<file path="config.mk">
export PLATFORM = sky130hd
export DESIGN_NAME = tsense_status
export DESIGN_NICKNAME = d
export VERILOG_FILES = /design/src/include/tsense_pkg.sv /design/src/hw/tsense_status.sv /design/src/hw/tsense_strap_decode.sv
export SDC_FILE = /design/constraint.sdc
export NUM_CORES = 1
export LEC_CHECK = 0
export BUFFER_PORTS_ARGS = -buffer_cell sky130_fd_sc_hd__buf_2
export CAP_MARGIN = 10
export CELL_PAD_IN_SITES_DETAIL_PLACEMENT = 2
export CELL_PAD_IN_SITES_GLOBAL_PLACEMENT = 2
export CORE_UTILIZATION = 25
export DETAILED_ROUTE_END_ITERATION = 6
export PLACE_DENSITY = 0.69
export REMOVE_ABC_BUFFERS = 1
export SYNTH_ARGS = -nofsm -noshare
export SYNTH_HDL_FRONTEND = slang
export SYNTH_HIERARCHICAL = 1
export SYNTH_SLANG_ARGS = --single-unit
</file>
<file path="constraint.sdc">
create_clock -name I_CLK -period 2.2 [get_ports I_CLK]
set_input_delay 0.44 -clock I_CLK [delete_from_list [all_inputs] [get_ports I_CLK]]
set_output_delay 0.44 -clock I_CLK [all_outputs]
set_load 0.005 [all_outputs]
</file>
<file path="src/include/tsense_pkg.sv">
package tsense_pkg;

  // ----------------------------------------------------------------
  // status byte layout
  // ----------------------------------------------------------------
  localparam int unsigned STAT1_BUSY_BIT   = 7;
  localparam int unsigned STAT1_LOVER_BIT  = 6;
  localparam int unsigned STAT1_LUNDER_BIT = 5;
  localparam int unsigned STAT1_OPEN_BIT   = 4;
  localparam int unsigned STAT1_RSUM_BIT   = 3;
  localparam logic [2:0]  STAT1_UNUSED_VAL = 3'h0;
  // channel n (0-based): under flag at 7-2n, over flag at 6-2n
  localparam int unsigned STAT2_UNDER_TOP  = 7;
  localparam int unsigned STAT2_OVER_TOP   = 6;
  localparam int unsigned MAX_REMOTE       = 4;
  localparam int unsigned SMALL_REMOTE     = 2;

  // ----------------------------------------------------------------
  // reset values
  // ----------------------------------------------------------------
  localparam logic [7:0] STAT1_RESET = 8'h00;
  localparam logic [7:0] STAT2_RESET = 8'h00;
  localparam logic [6:0] ADDR_RESET  = 7'h00;

  // ----------------------------------------------------------------
  // slave address table, base per strap a level, offset by strap b
  // ----------------------------------------------------------------
  localparam logic [6:0] ADDR_BASE_A_LOW   = 7'h18;
  localparam logic [6:0] ADDR_BASE_A_FLOAT = 7'h29;
  localparam logic [6:0] ADDR_BASE_A_HIGH  = 7'h4C;

  // ----------------------------------------------------------------
  // timing
  // ----------------------------------------------------------------
  localparam int unsigned CLK_PERIOD_NS    = 10;
  localparam int unsigned STRAP_SETTLE_NS  = 100;
  localparam int unsigned STRAP_SETTLE_CYC = (STRAP_SETTLE_NS + CLK_PERIOD_NS - 1) / CLK_PERIOD_NS;
  localparam logic [3:0]  SETTLE_LAST      = 4'(STRAP_SETTLE_CYC - 1);

  // ----------------------------------------------------------------
  // types
  // ----------------------------------------------------------------
  typedef enum logic [1:0] {
    BIAS_MEDIUM = 2'b00,
    BIAS_LOW    = 2'b01,
    BIAS_HIGH   = 2'b10
  } bias_t;

  typedef enum logic [1:0] {
    LVL_LOW   = 2'b00,
    LVL_FLOAT = 2'b01,
    LVL_HIGH  = 2'b10
  } strap_level_t;

  typedef enum logic [1:0] {
    STRAP_SETTLE  = 2'b00,
    STRAP_LATCHED = 2'b01
  } strap_state_t;

  typedef struct packed {
    logic       busy;
    logic       local_over;
    logic       local_under;
    logic [3:0] open_fault;
    logic [3:0] remote_over;
    logic [3:0] remote_under;
  } alarm_events_t;

  // each strap pin seen by two comparators; neither tripped means floating
  typedef struct packed {
    logic a_above;
    logic a_below;
    logic b_above;
    logic b_below;
  } strap_sense_t;

endpackage

</file>
<file path="src/hw/tsense_status.sv">
`timescale 1ns/1ns
// Summary of operation
// - high bias select forces high bias current, overriding medium/low select.
// - status1 bit 7 shows converter busy, live.
// - status1 bit 6 set on local over-temperature alarm.
// - status1 bit 5 set on local under-temperature alarm.
// - status1 bit 4 set on any remote diode open fault.
// - status1 bit 3 set when any remote channel raises over or under alarm.
// - status1 bits 6..3 stay set until reset or status read.
// - status2 bits 7/6: channel 1 under/over flags.
// - status2 bits 5/4: channel 2 under/over flags.
// - status2 bits 3/2: channel 3 under/over flags.
// - status2 bits 1/0: channel 4 under/over flags.
// - status2 flags stay set until reset or status read.
// - two-channel variant leaves channel 3 and 4 bits unimplemented.
// - two three-level straps select one of nine 7-bit slave addresses.
// - floating strap is a third level distinct from low and high.
// - status read clears flags unless the condition still persists.
// - status read never touches the separate alert latch.
// - straps sampled once after reset; address held latched afterwards.
module tsense_status #(
  parameter int unsigned NUM_REMOTE = 4
) (
  // clock and reset
  input  wire logic                     I_CLK,
  input  wire logic                     I_RSTN,
  // converter and comparator events, same clock
  input  wire tsense_pkg::alarm_events_t I_EVENTS,
  // reads from the bus engine, one-cycle pulses
  input  wire logic                     I_STATUS1_READ,
  input  wire logic                     I_STATUS2_READ,
  // bias configuration bits
  input  wire logic                     I_HIGH_BIAS_SELECT,
  input  wire logic                     I_MEDIUM_LOW_BIAS_SELECT,
  // address strap comparators, asynchronous
  input  wire tsense_pkg::strap_sense_t  I_STRAP,
  // status bytes
  output logic [7:0]                    O_STATUS1,
  output logic [7:0]                    O_STATUS2,
  // diode bias drive
  output tsense_pkg::bias_t             O_BIAS,
  // slave address
  output logic [6:0]                    O_SLAVE_ADDR,
  output logic                          O_ADDR_VALID
);

  logic       local_over_flag;
  logic       local_under_flag;
  logic       open_flag;
  logic       remote_sum_flag;
  logic [3:0] ch_over_flag;
  logic [3:0] ch_under_flag;
  logic [3:0] chan_mask;
  logic       any_open;
  logic       any_remote;
  logic       status_read;

  // set beats clear, so a condition still live in the read cycle keeps its flag
  function automatic logic sticky_next(input logic cond, input logic flag, input logic clr);
    return cond | (flag & ~clr);
  endfunction

  // ----------------------------------------------------------------
  // channel population
  // ----------------------------------------------------------------
  // absent channels are masked so stray comparator levels cannot raise the summary
  generate
    for (genvar c = 0; c < tsense_pkg::MAX_REMOTE; c++) begin : g_mask
      assign chan_mask[c] = (c < NUM_REMOTE) ? 1'b1 : 1'b0;
    end
  endgenerate

  always_comb begin
    any_open    = |(I_EVENTS.open_fault & chan_mask);
    any_remote  = |((I_EVENTS.remote_over | I_EVENTS.remote_under) & chan_mask);
    // either byte address reads out as the status register
    status_read = I_STATUS1_READ | I_STATUS2_READ;
  end

  // ----------------------------------------------------------------
  // bias selection
  // ----------------------------------------------------------------
  always_ff @(posedge I_CLK or negedge I_RSTN) begin
    if (!I_RSTN) begin
      O_BIAS <= tsense_pkg::BIAS_MEDIUM;
    end else if (I_HIGH_BIAS_SELECT) begin
      O_BIAS <= tsense_pkg::BIAS_HIGH;
    end else if (I_MEDIUM_LOW_BIAS_SELECT) begin
      O_BIAS <= tsense_pkg::BIAS_LOW;
    end else begin
      O_BIAS <= tsense_pkg::BIAS_MEDIUM;
    end
  end

  // ----------------------------------------------------------------
  // sticky flags of the first byte
  // ----------------------------------------------------------------
  // a live condition re-sets in the read cycle, so set beats clear;
  // the alert latch lives elsewhere and sees nothing of the read
  always_ff @(posedge I_CLK or negedge I_RSTN) begin
    if (!I_RSTN) begin
      local_over_flag  <= 1'b0;
      local_under_flag <= 1'b0;
      open_flag        <= 1'b0;
      remote_sum_flag  <= 1'b0;
    end else begin
      local_over_flag  <= sticky_next(I_EVENTS.local_over, local_over_flag, status_read);
      local_under_flag <= sticky_next(I_EVENTS.local_under, local_under_flag, status_read);
      open_flag        <= sticky_next(any_open, open_flag, status_read);
      remote_sum_flag  <= sticky_next(any_remote, remote_sum_flag, status_read);
    end
  end

  // ----------------------------------------------------------------
  // per-channel flags of the second byte
  // ----------------------------------------------------------------
  generate
    for (genvar c = 0; c < tsense_pkg::MAX_REMOTE; c++) begin : g_chan
      if (c < NUM_REMOTE) begin : g_on
        always_ff @(posedge I_CLK or negedge I_RSTN) begin
          if (!I_RSTN) begin
            ch_over_flag[c]  <= 1'b0;
            ch_under_flag[c] <= 1'b0;
          end else begin
            ch_over_flag[c]  <= sticky_next(I_EVENTS.remote_over[c], ch_over_flag[c], status_read);
            ch_under_flag[c] <= sticky_next(I_EVENTS.remote_under[c], ch_under_flag[c], status_read);
          end
        end
      end else begin : g_off
        assign ch_over_flag[c]  = 1'b0;
        assign ch_under_flag[c] = 1'b0;
      end
    end
  endgenerate

  // ----------------------------------------------------------------
  // status outputs
  // ----------------------------------------------------------------
  // the read path sees the flag as of the read cycle; clearing shows one cycle later
  always_ff @(posedge I_CLK or negedge I_RSTN) begin
    if (!I_RSTN) begin
      O_STATUS1 <= tsense_pkg::STAT1_RESET;
    end else begin
      O_STATUS1[tsense_pkg::STAT1_BUSY_BIT]   <= I_EVENTS.busy;
      O_STATUS1[tsense_pkg::STAT1_LOVER_BIT]  <=
        sticky_next(I_EVENTS.local_over, local_over_flag, status_read);
      O_STATUS1[tsense_pkg::STAT1_LUNDER_BIT] <=
        sticky_next(I_EVENTS.local_under, local_under_flag, status_read);
      O_STATUS1[tsense_pkg::STAT1_OPEN_BIT]   <=
        sticky_next(any_open, open_flag, status_read);
      O_STATUS1[tsense_pkg::STAT1_RSUM_BIT]   <=
        sticky_next(any_remote, remote_sum_flag, status_read);
      O_STATUS1[2:0]                          <= tsense_pkg::STAT1_UNUSED_VAL;
    end
  end

  generate
    for (genvar c = 0; c < tsense_pkg::MAX_REMOTE; c++) begin : g_out
      always_ff @(posedge I_CLK or negedge I_RSTN) begin
        if (!I_RSTN) begin
          O_STATUS2[tsense_pkg::STAT2_UNDER_TOP - 2 * c] <= 1'b0;
          O_STATUS2[tsense_pkg::STAT2_OVER_TOP - 2 * c]  <= 1'b0;
        end else if (c < NUM_REMOTE) begin
          O_STATUS2[tsense_pkg::STAT2_UNDER_TOP - 2 * c] <=
            sticky_next(I_EVENTS.remote_under[c], ch_under_flag[c], status_read);
          O_STATUS2[tsense_pkg::STAT2_OVER_TOP - 2 * c] <=
            sticky_next(I_EVENTS.remote_over[c], ch_over_flag[c], status_read);
        end else begin
          O_STATUS2[tsense_pkg::STAT2_UNDER_TOP - 2 * c] <= 1'b0;
          O_STATUS2[tsense_pkg::STAT2_OVER_TOP - 2 * c]  <= 1'b0;
        end
      end
    end
  endgenerate

  // ----------------------------------------------------------------
  // slave address from straps
  // ----------------------------------------------------------------
  tsense_strap_decode u_strap (
    .i_clk   (I_CLK),
    .i_rstn  (I_RSTN),
    .i_strap (I_STRAP),
    .o_addr  (O_SLAVE_ADDR),
    .o_valid (O_ADDR_VALID)
  );

  // ----------------------------------------------------------------
  // assertions
  // ----------------------------------------------------------------
  property p_bias_high;
    @(posedge I_CLK) disable iff (!I_RSTN)
    I_HIGH_BIAS_SELECT |=> (O_BIAS == tsense_pkg::BIAS_HIGH);
  endproperty
  a_bias_high: assert property (p_bias_high) else $error("high bias not applied");

  property p_bias_low;
    @(posedge I_CLK) disable iff (!I_RSTN)
    (!I_HIGH_BIAS_SELECT && I_MEDIUM_LOW_BIAS_SELECT) |=> (O_BIAS == tsense_pkg::BIAS_LOW);
  endproperty
  a_bias_low: assert property (p_bias_low) else $error("low bias not applied");

  property p_busy;
    @(posedge I_CLK) disable iff (!I_RSTN)
    ##1 (O_STATUS1[7] == $past(I_EVENTS.busy));
  endproperty
  a_busy: assert property (p_busy) else $error("busy bit does not follow converter");

  property p_local_over;
    @(posedge I_CLK) disable iff (!I_RSTN)
    I_EVENTS.local_over |=> O_STATUS1[6];
  endproperty
  a_local_over: assert property (p_local_over) else $error("local over flag missed");

  property p_local_under;
    @(posedge I_CLK) disable iff (!I_RSTN)
    (I_EVENTS.local_under && status_read) |=> (O_STATUS1[5] && local_under_flag);
  endproperty
  a_local_under: assert property (p_local_under) else $error("local under flag lost on read");

  property p_open;
    @(posedge I_CLK) disable iff (!I_RSTN)
    (|I_EVENTS.open_fault[1:0]) |=> O_STATUS1[4];
  endproperty
  a_open: assert property (p_open) else $error("open fault flag missed");

  property p_summary;
    @(posedge I_CLK) disable iff (!I_RSTN)
    (I_EVENTS.remote_over[0] || I_EVENTS.remote_under[1]) |=> (O_STATUS1[3] && (O_STATUS2[6] || O_STATUS2[5]));
  endproperty
  a_summary: assert property (p_summary) else $error("remote summary flag missed");

  property p_sticky1;
    @(posedge I_CLK) disable iff (!I_RSTN)
    (O_STATUS1[6] && !status_read) |=> O_STATUS1[6];
  endproperty
  a_sticky1: assert property (p_sticky1) else $error("local over flag dropped without read");

  property p_ch1;
    @(posedge I_CLK) disable iff (!I_RSTN)
    I_EVENTS.remote_under[0] |=> (O_STATUS2[7] ##1 (O_STATUS2[7] || $past(status_read)));
  endproperty
  a_ch1: assert property (p_ch1) else $error("channel 1 under flag wrong");

  property p_clear;
    @(posedge I_CLK) disable iff (!I_RSTN)
    (status_read && !I_EVENTS.remote_over[1]) |=> !O_STATUS2[4];
  endproperty
  a_clear: assert property (p_clear) else $error("channel 2 over flag survived read");

  property p_unused;
    @(posedge I_CLK) disable iff (!I_RSTN)
    O_STATUS1[2:0] == 3'h0;
  endproperty
  a_unused: assert property (p_unused) else $error("unused status bits not zero");

  property p_addr_hold;
    @(posedge I_CLK) disable iff (!I_RSTN)
    (O_ADDR_VALID && $past(O_ADDR_VALID)) |-> $stable(O_SLAVE_ADDR);
  endproperty
  a_addr_hold: assert property (p_addr_hold) else $error("slave address changed after latch");

  property p_addr_ready;
    @(posedge I_CLK) disable iff (!I_RSTN)
    $rose(I_RSTN) |-> ##[1:16] O_ADDR_VALID;
  endproperty
  a_addr_ready: assert property (p_addr_ready) else $error("address never latched");

  property p_bias_med;
    @(posedge I_CLK) disable iff (!I_RSTN)
    (!I_HIGH_BIAS_SELECT && !I_MEDIUM_LOW_BIAS_SELECT) |=> (O_BIAS == tsense_pkg::BIAS_MEDIUM);
  endproperty
  a_bias_med: assert property (p_bias_med) else $error("medium bias not applied");

  property p_local_under_set;
    @(posedge I_CLK) disable iff (!I_RSTN)
    I_EVENTS.local_under |=> O_STATUS1[5];
  endproperty
  a_local_under_set: assert property (p_local_under_set) else $error("local under flag missed");

  property p_sticky_open;
    @(posedge I_CLK) disable iff (!I_RSTN)
    (O_STATUS1[4] && !status_read) |=> O_STATUS1[4];
  endproperty
  a_sticky_open: assert property (p_sticky_open) else $error("open flag dropped without read");

  property p_sticky_sum;
    @(posedge I_CLK) disable iff (!I_RSTN)
    (O_STATUS1[3] && !status_read) |=> O_STATUS1[3];
  endproperty
  a_sticky_sum: assert property (p_sticky_sum) else $error("summary flag dropped without read");

  property p_clear1;
    @(posedge I_CLK) disable iff (!I_RSTN)
    (status_read && !I_EVENTS.local_over) |=> !O_STATUS1[6];
  endproperty
  a_clear1: assert property (p_clear1) else $error("local over flag survived read");

  property p_sum_clear;
    @(posedge I_CLK) disable iff (!I_RSTN)
    (status_read && !any_remote) |=> !O_STATUS1[3];
  endproperty
  a_sum_clear: assert property (p_sum_clear) else $error("summary flag survived read");

  property p_ch2;
    @(posedge I_CLK) disable iff (!I_RSTN)
    I_EVENTS.remote_under[1] |=> O_STATUS2[5];
  endproperty
  a_ch2: assert property (p_ch2) else $error("channel 2 under flag missed");

  property p_ch3;
    @(posedge I_CLK) disable iff (!I_RSTN)
    (NUM_REMOTE > 2 && I_EVENTS.remote_over[2]) |=> O_STATUS2[2];
  endproperty
  a_ch3: assert property (p_ch3) else $error("channel 3 over flag missed");

  property p_ch4;
    @(posedge I_CLK) disable iff (!I_RSTN)
    (NUM_REMOTE > 3 && I_EVENTS.remote_under[3]) |=> O_STATUS2[1];
  endproperty
  a_ch4: assert property (p_ch4) else $error("channel 4 under flag missed");

  property p_sticky2;
    @(posedge I_CLK) disable iff (!I_RSTN)
    (O_STATUS2[6] && !status_read) |=> O_STATUS2[6];
  endproperty
  a_sticky2: assert property (p_sticky2) else $error("channel 1 over flag dropped without read");

  property p_small;
    @(posedge I_CLK) disable iff (!I_RSTN)
    (NUM_REMOTE <= 2) |-> (O_STATUS2[3:0] == 4'h0);
  endproperty
  a_small: assert property (p_small) else $error("absent channel bits not zero");

  property p_addr_keep;
    @(posedge I_CLK) disable iff (!I_RSTN)
    O_ADDR_VALID |=> O_ADDR_VALID;
  endproperty
  a_addr_keep: assert property (p_addr_keep) else $error("address valid dropped");

endmodule

</file>
<file path="src/hw/tsense_strap_decode.sv">
`timescale 1ns/1ns
module tsense_strap_decode (
  // clock and reset
  input  wire logic                    i_clk,
  input  wire logic                    i_rstn,
  // strap comparators, asynchronous
  input  wire tsense_pkg::strap_sense_t i_strap,
  // latched address
  output logic [6:0]                   o_addr,
  output logic                         o_valid
);

  tsense_pkg::strap_sense_t sync1;
  tsense_pkg::strap_sense_t sync2;
  tsense_pkg::strap_state_t state;
  logic [3:0]               settle_cnt;
  tsense_pkg::strap_level_t lvl_a;
  tsense_pkg::strap_level_t lvl_b;

  function automatic tsense_pkg::strap_level_t sense_level(input logic above, input logic below);
    tsense_pkg::strap_level_t lvl;
    lvl = tsense_pkg::LVL_FLOAT;
    if (above) begin
      lvl = tsense_pkg::LVL_HIGH;
    end else if (below) begin
      lvl = tsense_pkg::LVL_LOW;
    end
    return lvl;
  endfunction

  // ----------------------------------------------------------------
  // synchroniser
  // ----------------------------------------------------------------
  always_ff @(posedge i_clk or negedge i_rstn) begin
    if (!i_rstn) begin
      sync1 <= '0;
      sync2 <= '0;
    end else begin
      sync1 <= i_strap;
      sync2 <= sync1;
    end
  end

  // ----------------------------------------------------------------
  // decode
  // ----------------------------------------------------------------
  always_comb begin
    lvl_a = sense_level(sync2.a_above, sync2.a_below);
    lvl_b = sense_level(sync2.b_above, sync2.b_below);
  end

  // ----------------------------------------------------------------
  // one-shot capture after release of reset
  // ----------------------------------------------------------------
  // straps are only read once so the comparator bias can be dropped later
  always_ff @(posedge i_clk or negedge i_rstn) begin
    if (!i_rstn) begin
      state      <= tsense_pkg::STRAP_SETTLE;
      settle_cnt <= 4'h0;
      o_addr     <= tsense_pkg::ADDR_RESET;
      o_valid    <= 1'b0;
    end else begin
      case (state)
        tsense_pkg::STRAP_SETTLE: begin
          if (settle_cnt == tsense_pkg::SETTLE_LAST) begin
            state   <= tsense_pkg::STRAP_LATCHED;
            o_valid <= 1'b1;
            case (lvl_a)
              tsense_pkg::LVL_LOW:   o_addr <= tsense_pkg::ADDR_BASE_A_LOW + 7'(lvl_b);
              tsense_pkg::LVL_FLOAT: o_addr <= tsense_pkg::ADDR_BASE_A_FLOAT + 7'(lvl_b);
              default:               o_addr <= tsense_pkg::ADDR_BASE_A_HIGH + 7'(lvl_b);
            endcase
          end else begin
            settle_cnt <= settle_cnt + 4'h1;
          end
        end
        tsense_pkg::STRAP_LATCHED: begin
          state <= tsense_pkg::STRAP_LATCHED;
        end
        default: begin
          state <= tsense_pkg::STRAP_SETTLE;
        end
      endcase
    end
  end

endmodule

</file>
=== After elaboration in Yosys (flattened, before gate mapping) ===
Index checks and enable logic that the tools add are counted.

* Flip-flop bits (word level): 49
* Bits of input ports: 25
* Output and inout port bits: 26

* $add $sub $neg: 4
* Equal/unequal tests: 4
* Mux-type cells: 9
* Bitwise logic cells: 28
* Reduce and logical (&&, ||, !) cells: 6

{| class="wikitable"
|+ Operators by type and width
! cell !! count
|-
| 7-bit case mux with 2 select lines || 1
|-
| 1-bit bitwise OR || 13
|-
| 1-bit AND || 12
|-
| 2-bit 2-to-1 mux || 4
|-
| 4-bit OR reduction || 2
|-
| 6-bit by 2-bit adder with 7-bit output, first input constant || 1
|-
| 7-bit by 2-bit adder with 7-bit output, first input constant || 1
|-
| 5-bit by 2-bit adder with 6-bit output, first input constant || 1
|-
| 4-bit by 1-bit adder with 4-bit output, second input constant || 1
|-
| 2-bit by 1-bit equality test with 1-bit output, second input constant || 2
|-
| 4-bit equality test, second input constant || 1
|-
| 2-bit zero test || 2
|-
| 4-bit bitwise OR || 1
|-
| 2-bit case mux with 2 select lines || 1
|-
| 2-bit AND reduction || 2
|-
| 1-bit 2-to-1 mux || 3
|-
| 2-bit by 1-bit != test with 1-bit output, second input constant || 1
|-
| 1-bit NOT || 2
|}

=== Depth between registers and ports, before layout ===
Gate-level depths: netlist (run 1).

* Depth after elaboration: 4
* Depth in mapped cells: 6

=== Cells and area by module ===
Netlist (run 1), hierarchy kept.

{| class="wikitable"
|+ By module, submodules not included
! module !! times used !! cells each !! area each (µm²)
|-
| tsense_strap_decode || 1 || 55 || 759.5
|-
| tsense_status || 1 || 41 || 560.5
|}

=== Worst setup path after synthesis (run 1) ===
No wires, ideal clock.

* Path kind: input port to flip-flop
* From: in I_EVENTS[3] (netlist name)
* To: reg O_STATUS1[3]
* Library setup time: 124 ps
* Arrival time: 1203 ps
* Data required time: 2076 ps
* Path slack: 873 ps
* Cell stages on the path: 2
* Path buffers: 0
* Cell sequence: or4_1 > a211o_1

* Cells in the longest elaborated chain, start to end: 3

{| class="wikitable"
|+ RTL lines
! item !! line !! RTL
|-
| start: declaration || tsense_status.sv:28 || <nowiki>input wire tsense_pkg::alarm_events_t I_EVENTS,</nowiki>
|-
| 4-bit bitwise OR || tsense_status.sv:75 || <nowiki>any_remote = |((I_EVENTS.remote_over | I_EVENTS.remote_under) & chan_mask);</nowiki>
|-
| 4-bit OR reduction || tsense_status.sv:75 ||
|-
| 1-bit bitwise OR || tsense_status.sv:60 || <nowiki>return cond | (flag & ~clr);</nowiki>
|-
| end signal: assignment || tsense_status.sv:142 || <nowiki>O_STATUS1 <= tsense_pkg::STAT1_RESET;</nowiki>
|-
| end signal: indexed assignment || tsense_status.sv:144 || <nowiki>O_STATUS1[tsense_pkg::STAT1_BUSY_BIT] <= I_EVENTS.busy;</nowiki>
|-
| end signal: indexed assignment || tsense_status.sv:145 || <nowiki>O_STATUS1[tsense_pkg::STAT1_LOVER_BIT] <=</nowiki>
|-
| end: declaration || tsense_status.sv:38 || <nowiki>output logic [7:0] O_STATUS1,</nowiki>
|}

No other way between the ends.
A chain may end at the register's enable or synchronous reset.

=== Final worst setup path (run 1) ===
* From: reg u_strap.settle_cnt[1]
* To: reg u_strap.o_addr[5]

* Cells in the longest elaborated chain, start to end: 2

{| class="wikitable"
|+ RTL lines
! item !! line !! RTL
|-
| start: declaration || tsense_strap_decode.sv:16 || <nowiki>logic [3:0] settle_cnt;</nowiki>
|-
| start signal: assignment || tsense_strap_decode.sv:74 || <nowiki>settle_cnt <= settle_cnt + 4'h1;</nowiki>
|-
| 4-bit equality test || tsense_strap_decode.sv:65 || <nowiki>if (settle_cnt == tsense_pkg::SETTLE_LAST) begin</nowiki>
|-
| 2-bit AND reduction (no line) || n/a ||
|-
| end signal: assignment || tsense_strap_decode.sv:69 || <nowiki>tsense_pkg::LVL_LOW: o_addr <= tsense_pkg::ADDR_BASE_A_LOW + 7'(lvl_b);</nowiki>
|-
| end signal: assignment || tsense_strap_decode.sv:70 || <nowiki>tsense_pkg::LVL_FLOAT: o_addr <= tsense_pkg::ADDR_BASE_A_FLOAT + 7'(lvl_b);</nowiki>
|-
| end signal: assignment || tsense_strap_decode.sv:71 || <nowiki>default: o_addr <= tsense_pkg::ADDR_BASE_A_HIGH + 7'(lvl_b);</nowiki>
|-
| end: declaration || tsense_strap_decode.sv:9 || <nowiki>output logic [6:0] o_addr,</nowiki>
|}

No other way between the ends.

==> metrics, run 1 <==
status completed; antenna cells 0; CTS hold repair buffers 0; Vert. Die Dim 74.7 µm; post_cts resized 0; TritonCTS clock tree built; synthesized area 1320 µm²; RSZ-0062 raised after global routing false; LEAKAGE 0.812 nW; Crit path required time 2.37 ns; Vias/cell 4.07; H-Tree Depth 2; fin nets 170; top post-synthesis cells by area dfrtp_1 (66%), a21o_1 (5.7%), buf_4 (4.5%); All-Layer GR Usage 11.8%; Post-Synth XOR/XNOR Area 2.65%; Largest delay share family, worst path flip-flops; final setup vio count 0; Worst-Margin Slew 0.784 ns; GRT overflow 0; Pre-antenna DRT Iters 4; clock skew 0.00515 ns; worst setup path end u_strap/o_addr[5]$_DFFE_PN0P_; Arr. time, crit path 1.70 ns; Worst Setup End Kind flop; synth unique cells 29; Layout Area Growth over Synthesis 28.5%; buffers plus inverters on the worst setup path 1; worst hold path class input pin to async pin; Routed WL 2.87 mm; Max-cap violations 0; row cnt 26; count leader, synth dfrtp_1; main combinational cell family by area after synthesis compound AO/OA/AOI/OAI gates; Port Buffers 47; Final Max Tran Viols 0; first-pass GRT wire length 4.68 mm; flops & latches, synth 35; Worst R2R Start u_strap/settle_cnt[1]$_DFFE_PN0P_; hpwl dp 2.26 mm; CP max FO 12; Setup Fix Bufs, Post-CTS 0; power per standard cell area 806 nW/µm²; worst setup margin 0.667 ns; via count of the first global-routing pass 981; placed inst area 1580 µm²; Max Freq 652 MHz; CTS clk-pin slew, worst paths 0.07 ns; Post-synth EDFFs 0; layout cells sized above 1 47.2%; Seq/Total Area, Yosys 66.4%; final setup TNS 0 ns; mean post-synth cell area 13.8 µm²; Synth Flop Type dfrtp_1; Slowest cell on crit path dfrtp_1; mux cell area share after synthesis 1.61%; Non-Filler Instances 214; initial antenna violation count 0; Yosys warning count 6; post-synth top area cell dfrtp_1; fraction of the mapped netlist area in simple logic gates 9.29%; crit path launch u_strap/settle_cnt[1]$_DFFE_PN0P_; Synth async-reset ratio 100%; Synth Area in Adders 1.90%; clk root buf clkbuf_8; residual DRC count 0; die footprint 5570 µm²; GP Congestion 0.635; Setup crit start kind flop; Setup WS pre-CTS 0.659 ns; CTS max path bufs 2; Yosys top cell area share 66.4%; clk_lat worst skew 0.28 ns; largest net degree at the start of global routing 36; routed length per instance 13.4 µm; Post-Route Utilization 33.2%; relative slew slack 47.7%; worst vdd ir 0.247 mV; Tcrit/Tclk final 69.7%; synthesized instance count 96; core area 5110 µm²; RR Endpoint u_strap/o_addr[5]$_DFFE_PN0P_; critical path depth 4; crit path kind flop to flop; r2r setup slk 0.67 ns; Tmin final 1.53 ns; Reg2Reg Depth 4; routed vias 872; Routed Antenna Nets 0; die width 74.7 µm; Synth Area in Compound Gates 10.2%; fin area 1700 µm²; initial core utilization 25.8%; Num CTS Buffers 5; final hold vios 0; DR iter-0 viols 32; CP cell instances inv_1, ha_1, and4bb_4, mux2_2; crit-path max cell delay 0.40 ns; Post-synth top cells dfrtp_1 (35), a21o_1 (10), buf_4 (8); Ports 51; placed cell count 206; clock sinks 35
==> through the flow <==
stage | hold slack, ns | power [mW]
2_1_floorplan | 0.144 | 0.729
3_3_place_gp | 0.333 | 0.791
3_5_place_dp | 0.337 | 0.800
4_1_cts | 0.255 | 1.40
5_1_grt | 0.253 | 1.43
6_report | 0.239 | 1.37
==> worst reg2reg max path, cell delays in order (launching register included) <==
cell,delay [ns]
dfrtp_1,0.40
inv_1,0.10
ha_1,0.18
and4bb_4,0.38
mux2_2,0.36
==> cell families after synthesis <==
group                    Yosys count
adder cells (fa/ha/maj)            2
flip-flops                        35
AO/OA/AOI/OAI                     18
other                              1
AND/OR/NAND/NOR                   18
multiplexers                       2
XOR/XNOR                           4
buffers and inverters             16
==> metal layers <==
layer | global-route usage (%) | vias up | share of wire [%]
met5 | 0 | - | 0
met4 | 3.77 | 0 | 1.0
met3 | 4.15 | 4 | 4.8
met2 | 21.9 | 27 | 58
met1 | 12.3 | 442 | 36
li1 | - | 399 | -
==> worst min path at each step <==
| stage | startpoint | end | slack (ns) | depth (start not counted) |
|---|---|---|---|---|
| floorplan | I_RSTN | O_BIAS[0]$_DFF_PN0_ | 0.14 | 0 |
| global placement | u_strap/sync1[1]$_DFF_PN0_ | u_strap/sync2[1]$_DFF_PN0_ | 0.33 | 0 |
| detailed placement | u_strap/sync1[3]$_DFF_PN0_ | u_strap/sync2[3]$_DFF_PN0_ | 0.34 | 0 |
| CTS | I_STRAP[1] | u_strap/sync1[1]$_DFF_PN0_ | 0.25 | 1 |
| global route | I_STRAP[1] | u_strap/sync1[1]$_DFF_PN0_ | 0.25 | 1 |
| finish | I_RSTN | u_strap/o_addr[2]$_DFFE_PN0P_ | 0.24 | 1 |
==> sequential cells by signal (all words and copies together), names as in the netlist <==
signal	cells
u_strap/sync1	4
O_STATUS2	7
O_BIAS	2
ch_over_flag	1
O_STATUS1	5
u_strap/o_addr	7
u_strap/state	1
u_strap/sync2	4
u_strap/settle_cnt	4
==> area by class of cell <==
class                           instances  area [µm²]
Tap cell                               70        87.6
Timing Repair Buffer                   48         243
Fill cell                             567        3410
Inverter                                6        22.5
Sequential cell                        35         876
Multi-Input combinational cell         47         350
Clock inverter                          2        35.0
Clock buffer                            6        82.6
==> cells in the final DEF, fill, tap and decap left out, drive strengths merged, types with 2 or more instances in the layout <==
cell and count:
buf 48, dfrtp 35, a21o 11, nor2 7
clkbuf 6, inv 6, or4 3, conb 3
xnor2 3, o21ai 3, a21oi 2, ha 2
==> power by group <==
part	leakage, nW	switching, mW	internal [mW]	total (mW)
Clock	0.0612	0.218	0.366	0.584
Sequential	0.396	0.0151	0.673	0.688
Combinational	0.356	0.0480	0.0473	0.0953
(Power assumes the default switching activity.)
==> run 2, diff against run 1 <==
--- a/config.mk
+++ b/config.mk
@@ -5,13 +5,14 @@
 export SDC_FILE = /design/constraint.sdc
 export NUM_CORES = 1
 export LEC_CHECK = 0
+export ABC_AREA = 1
 export BUFFER_PORTS_ARGS = -buffer_cell sky130_fd_sc_hd__buf_2
 export CAP_MARGIN = 10
 export CELL_PAD_IN_SITES_DETAIL_PLACEMENT = 2
 export CELL_PAD_IN_SITES_GLOBAL_PLACEMENT = 2
 export CORE_UTILIZATION = 25
 export DETAILED_ROUTE_END_ITERATION = 6
-export PLACE_DENSITY = 0.69
+export PLACE_DENSITY = 0.71
 export REMOVE_ABC_BUFFERS = 1
 export SYNTH_ARGS = -nofsm -noshare
 export SYNTH_HDL_FRONTEND = slang
==> constraint.sdc (replaced) <==
create_clock -name I_CLK -period 1.5 [get_ports I_CLK]
set_input_delay 0.3 -clock I_CLK [delete_from_list [all_inputs] [get_ports I_CLK]]
set_output_delay 0.3 -clock I_CLK [all_outputs]
set_load 0.005 [all_outputs]
==> metrics, run 2 <==
Worst R2R Start u_strap/settle_cnt[1]$_DFFE_PN0P_; Non-Filler Instances 242; routed length per instance 12.8 µm; H-Tree Depth 2; fin nets 198; crit path kind flop to flop; antenna cells 0; Max-cap violations 0; Largest regs O_STATUS2 x7, u_strap/o_addr x7, O_STATUS1 x5; Final Max Tran Viols 0; LEAKAGE 0.894 nW; Worst Setup End Kind flop; post-synth top area cell dfrtp_1; Layout Area Growth over Synthesis 28.2%; Routed Antenna Nets 0; flops & latches, synth 35; Num CTS Buffers 5; core area 5170 µm²; Arr. time, crit path 1.47 ns; commonest non-fill, non-tap cells in the layout buf_2 (47), dfrtp_1 (35), nand2_1 (30); layout cells sized above 1 39.0%; Worst-Margin Slew 0.502 ns; CTS hold repair buffers 0; die footprint 5750 µm²; Reg2Reg Depth 6; largest net degree at the start of global routing 36; hpwl dp 2.31 mm; Crit path required time 1.73 ns; Post-synth EDFFs 0; Post-synth top cells dfrtp_1 (35), nand2_1 (30), nor2_1 (11); placed cell count 234; CP max FO 5; GRT overflow 0; final setup vio count 0; GP Congestion 0.746; clock sinks 35; final setup TNS 0 ns; Pre-antenna DRT Iters 2; die width 75.9 µm; relative slew slack 66.5%; Design Power 2.02 mW; synthesized instance count 123; worst setup margin 0.259 ns; top post-synthesis cells by area dfrtp_1 (64%), nand2_1 (8.3%), a21o_1 (4.4%); Synth Flop Type dfrtp_1; post_cts resized 0; clk root buf clkbuf_8; synthesized area 1360 µm²; Vert. Die Dim 75.9 µm; final hold vios 0; crit path launch u_strap/settle_cnt[1]$_DFFE_PN0P_; RR Endpoint u_strap/o_addr[0]$_DFFE_PN0P_; clk_lat worst skew 0.28 ns; count leader, synth dfrtp_1; RSZ-0062 raised after global routing false; CTS max path bufs 2; via count of the first global-routing pass 1085; Yosys top cell area share 64.2%; Ports 51; Setup crit start kind flop; status completed; Vias/cell 4.10; row cnt 26; Setup WS pre-CTS 0.243 ns; All-Layer GR Usage 12.2%; routed vias 992; Tmin final 1.24 ns; worst vdd ir 0.492 mV; Max Freq 806 MHz; Routed WL 3.09 mm; Synth async-reset ratio 100%; worst hold path class input pin to async pin; commonest non-fill, non-tap cell in the layout buf_2; initial core utilization 26.4%; r2r setup slk 0.26 ns; Seq/Total Area, Yosys 64.2%; DR iter-0 viols 18; CTS clk-pin slew, worst paths 0.07 ns; TritonCTS clock tree built; residual DRC count 0; mean post-synth cell area 11.1 µm²; Port Buffers 47; Tcrit/Tclk final 82.7%; first-pass GRT wire length 5.04 mm; clock skew 0.00648 ns; FILL cells 572; power per standard cell area 1160 nW/µm²; Setup Fix Bufs, Post-CTS 0; Yosys warning count 6; synth unique cells 22; initial antenna violation count 0
-- run 2: cell types whose count changed in the layout (fill, tap and decap cells not counted), sizes merged, moves of 2 or more --
cell and delta:
nor2 +5, xnor2 -3, nand3 +4, nand2 +31, a21oi -2, inv +3, or4 -3
-- run 2: cell families (layout without fill, tap and decap cells) --
kind of cell             after synthesis  count (layout)  synth area share [%]
AO/OA/AOI/OAI                         14              14                  7.34
XOR/XNOR                               1               1                 0.642
adder cells (fa/ha/maj)                2               2                  1.83
buffers and inverters                 18              65                  7.71
flip-flops                            35              35                  64.2
other                                  1               3                 0.275
AND/OR/NAND/NOR                       52              52                  18.0
-- run 2: metal layers --
metal  up-vias  share of wire [%]  wire [µm]  GRT usage, %
met5         -                  0          0             0
met4         0               0.58         18          3.09
met3         4                9.7        300          6.08
met2        44                 51       1580          22.4
met1       477                 39       1190          12.1
li1        467                  -          -             -
-- run 2: power breakdown --
group / internal (mW) / total (mW) / switching [mW] / leakage [nW]
logic: 0.0665 / 0.141 / 0.0743 / 0.437
registers: 0.986 / 1.01 / 0.0192 / 0.395
clock network: 0.538 / 0.873 / 0.335 / 0.0612
total: 1.59 / 2.02 / 0.429 / 0.894
-- run 2: through the flow --
| stage | cell area (µm²) | util [%] | hold slack (ns) |
|---|---|---|---|
| after floorplan | 1300 | - | 0.00441 |
| after global placement | 1630 | 31.5 | 0.333 |
| after detailed placement | 1630 | 31.5 | 0.338 |
| after CTS | 1750 | 33.8 | 0.0521 |
| after global routing | 1750 | 33.8 | 0.0740 |
| final | 1750 | 33.8 | 0.0450 |
-- run 2: worst max-delay path, stage by stage, from the launching register on --
cell and delay [ns]:
dfrtp_1 0.41, inv_1 0.07, ha_1 0.22, nand2_2 0.09, nor3_4 0.21, nand3_1 0.12, nand2_1 0.08
-- run 2: how the worst max path moves through the flow --
| stage | endpoint | slack, ns | cells past startpoint |
|---|---|---|---|
| final | u_strap/o_addr[0]$_DFFE_PN0P_ | 0.26 | 6 |
| after detailed placement | u_strap/o_addr[0]$_DFFE_PN0P_ | 0.24 | 6 |
| after global placement | u_strap/o_addr[5]$_DFFE_PN0P_ | 0.31 | 5 |
| after global routing | u_strap/o_addr[0]$_DFFE_PN0P_ | 0.1 | 5 |
| after floorplan | u_strap/o_addr[3]$_DFFE_PN0P_ | 0.40 | 4 |
| after CTS | u_strap/o_addr[0]$_DFFE_PN0P_ | 0.24 | 6 |
-- run 2: area by class of cell --
cell class                 count  area [µm²]  area share (%)
inverter                       9        33.8            1.93
timing repair buffer          48         243            13.9
clock inverter                 2        35.0            2.00
tap                           70        87.6            5.01
sequential                    35         876            50.1
clock buffer                   6        82.6            4.72
multi-input combinational     72         390            22.3
==> run 3, diff against run 2 <==
--- a/config.mk
+++ b/config.mk
@@ -12,7 +12,7 @@
 export CELL_PAD_IN_SITES_GLOBAL_PLACEMENT = 2
 export CORE_UTILIZATION = 25
 export DETAILED_ROUTE_END_ITERATION = 6
-export PLACE_DENSITY = 0.71
+export PLACE_DENSITY = 0.74
 export REMOVE_ABC_BUFFERS = 1
 export SYNTH_ARGS = -nofsm -noshare
 export SYNTH_HDL_FRONTEND = slang
==> constraint.sdc (replaced) <==
create_clock -name I_CLK -period 1.1 [get_ports I_CLK]
set_input_delay 0.22 -clock I_CLK [delete_from_list [all_inputs] [get_ports I_CLK]]
set_output_delay 0.22 -clock I_CLK [all_outputs]
set_load 0.005 [all_outputs]
==> metrics, run 3 (synthesis gave the netlist of run 2 again) <==
via count of the first global-routing pass 1197; CP max FO 4; DR iter-0 viols 11; initial core utilization 26.4%; routed vias 1028; Tcrit/Tclk final 104%; Post-Route Utilization 36.4%; routed length per instance 14.0 µm; failing checks setup timing; largest net degree at the start of global routing 36; clock sinks 35; hold path start I_STRAP[3]; Crit path required time 1.30 ns; die width 75.9 µm; Ports 51; Vias/cell 4.15; Routed WL 3.48 mm; placed inst area 1670 µm²; hpwl dp 2.54 mm; Max Freq 870 MHz; commonest non-fill, non-tap cells in the layout buf_2 (47), dfrtp_1 (35), nand2_1 (28); row cnt 26; CTS max path bufs 2; Tmin final 1.15 ns; commonest non-fill, non-tap cell in the layout buf_2; residual DRC count 0; Worst R2R Start u_strap/settle_cnt[1]$_DFFE_PN0P_; GRT overflow 0; layout cells sized above 1 43.8%; Pre-antenna DRT Iters 3; Hold Slack 0.0352 ns; final setup vio count 9; placed cell count 238; Routed Antenna Nets 0; GP Congestion 0.788; fin area 1880 µm²; clock skew 0.00811 ns; Arr. time, crit path 1.35 ns; H-Tree Depth 2; worst setup margin -0.0491 ns; clk_lat worst skew 0.28 ns; status finished with violations; RR Endpoint u_strap/settle_cnt[1]$_DFFE_PN0P_; antenna cells 0; Port Buffers 47; TritonCTS clock tree built; Num CTS Buffers 5; Worst Setup End Kind flop; power per standard cell area 1450 nW/µm²; Max-cap violations 0; CTS clk-pin slew, worst paths 0.08 ns; final hold vios 0; crit path kind flop to flop; Vert. Die Dim 75.9 µm; Hold Crit Endpoint u_strap/sync1[3]$_DFF_PN0_; worst hold path class input pin to flop; All-Layer GR Usage 13.7%; Setup crit start kind flop; r2r setup slk -0.05 ns; RSZ-0062 raised after global routing true; hold depth 1; Reg2Reg Depth 7; core area 5170 µm²; Final Max Tran Viols 0; Non-Filler Instances 248; first-pass GRT wire length 5.69 mm; Layout Area Growth over Synthesis 38.0%; final setup TNS -0.244 ns; Largest regs O_STATUS2 x7, u_strap/o_addr x7, O_STATUS1 x5; fin nets 204; worst vdd ir 0.820 mV; LEAKAGE 0.954 nW; die footprint 5750 µm²; initial antenna violation count 0; clk root buf clkbuf_8
==> run 3: changes by cell type in the layout (fill, tap and decap cells not counted), moves of 2 or more <==
cell | previous run | this run
buf_12 | 0 | 2
buf_6 | 0 | 2
ha_1 | 2 | 0
ha_4 | 0 | 2
nand2_1 | 30 | 28
nand2_4 | 0 | 3
==> run 3: how the worst max path moves through the flow <==
stage	from	to	slack (ns)	cells after the start
after floorplan	u_strap/settle_cnt[0]$_DFFE_PN0P_	u_strap/o_addr[3]$_DFFE_PN0P_	-0.003	4
after global placement	u_strap/settle_cnt[1]$_DFFE_PN0P_	u_strap/o_addr[5]$_DFFE_PN0P_	-0.04	5
after detailed placement	u_strap/settle_cnt[1]$_DFFE_PN0P_	u_strap/o_addr[0]$_DFFE_PN0P_	-0.13	5
after CTS	u_strap/settle_cnt[1]$_DFFE_PN0P_	u_strap/o_addr[0]$_DFFE_PN0P_	-0.07	6
after global routing	u_strap/settle_cnt[1]$_DFFE_PN0P_	u_strap/settle_cnt[1]$_DFFE_PN0P_	-0.12	7
final	u_strap/settle_cnt[1]$_DFFE_PN0P_	u_strap/settle_cnt[1]$_DFFE_PN0P_	-0.05	7
==> run 3: per-stage QoR <==
| stage | power, mW | setup WS (ns) |
|---|---|---|
| after global routing | 2.84 | -0.117 |
| after CTS | 2.77 | -0.0668 |
| after floorplan | 1.46 | -0.00347 |
| after detailed placement | 1.61 | -0.130 |
| after global placement | 1.59 | -0.0415 |
| final | 2.72 | -0.0491 |
==> run 3: repair_timing <==
item | 4_1_cts | 5_1_grt
pin swaps | 9 | 7
setup endpoints to repair | 10 | 11
gates resized for setup | 9 | 6
hold buffers | 1 | 0
buffers inserted | 1 | 0
hold endpoints to repair | 35 | 0
==> run 3: final cells by class <==
class                           count  area [µm²]
Fill cell                         578        3290
Clock buffer                        5        68.8
Clock inverter                      3        43.8
Tap cell                           70        87.6
Sequential cell                    35         876
Inverter                            9        36.3
Multi-Input combinational cell     72         447
Timing Repair Buffer               54         323
==> run 3: metal layers <==
layer,track usage (%),part of all wire [%]
met5,0,0
met3,4.76,7.6
met1,14.0,36
met2,25.3,55
met4,5.56,1.4
==> run 3: worst max-delay path, stage by stage, from the launching register on <==
cell and delay [ns]:
dfrtp_1 0.40, inv_2 0.08, ha_4 0.16, buf_12 0.11, nand3_2 0.11, nand2_4 0.10, nand2_1 0.05, o21ai_1 0.07
==> run 3: power breakdown <==
| part | switching [mW] | internal [mW] |
|---|---|---|
| clock network | 0.467 | 0.674 |
| registers | 0.0279 | 1.34 |
| logic | 0.109 | 0.101 |
| total | 0.604 | 2.12 |
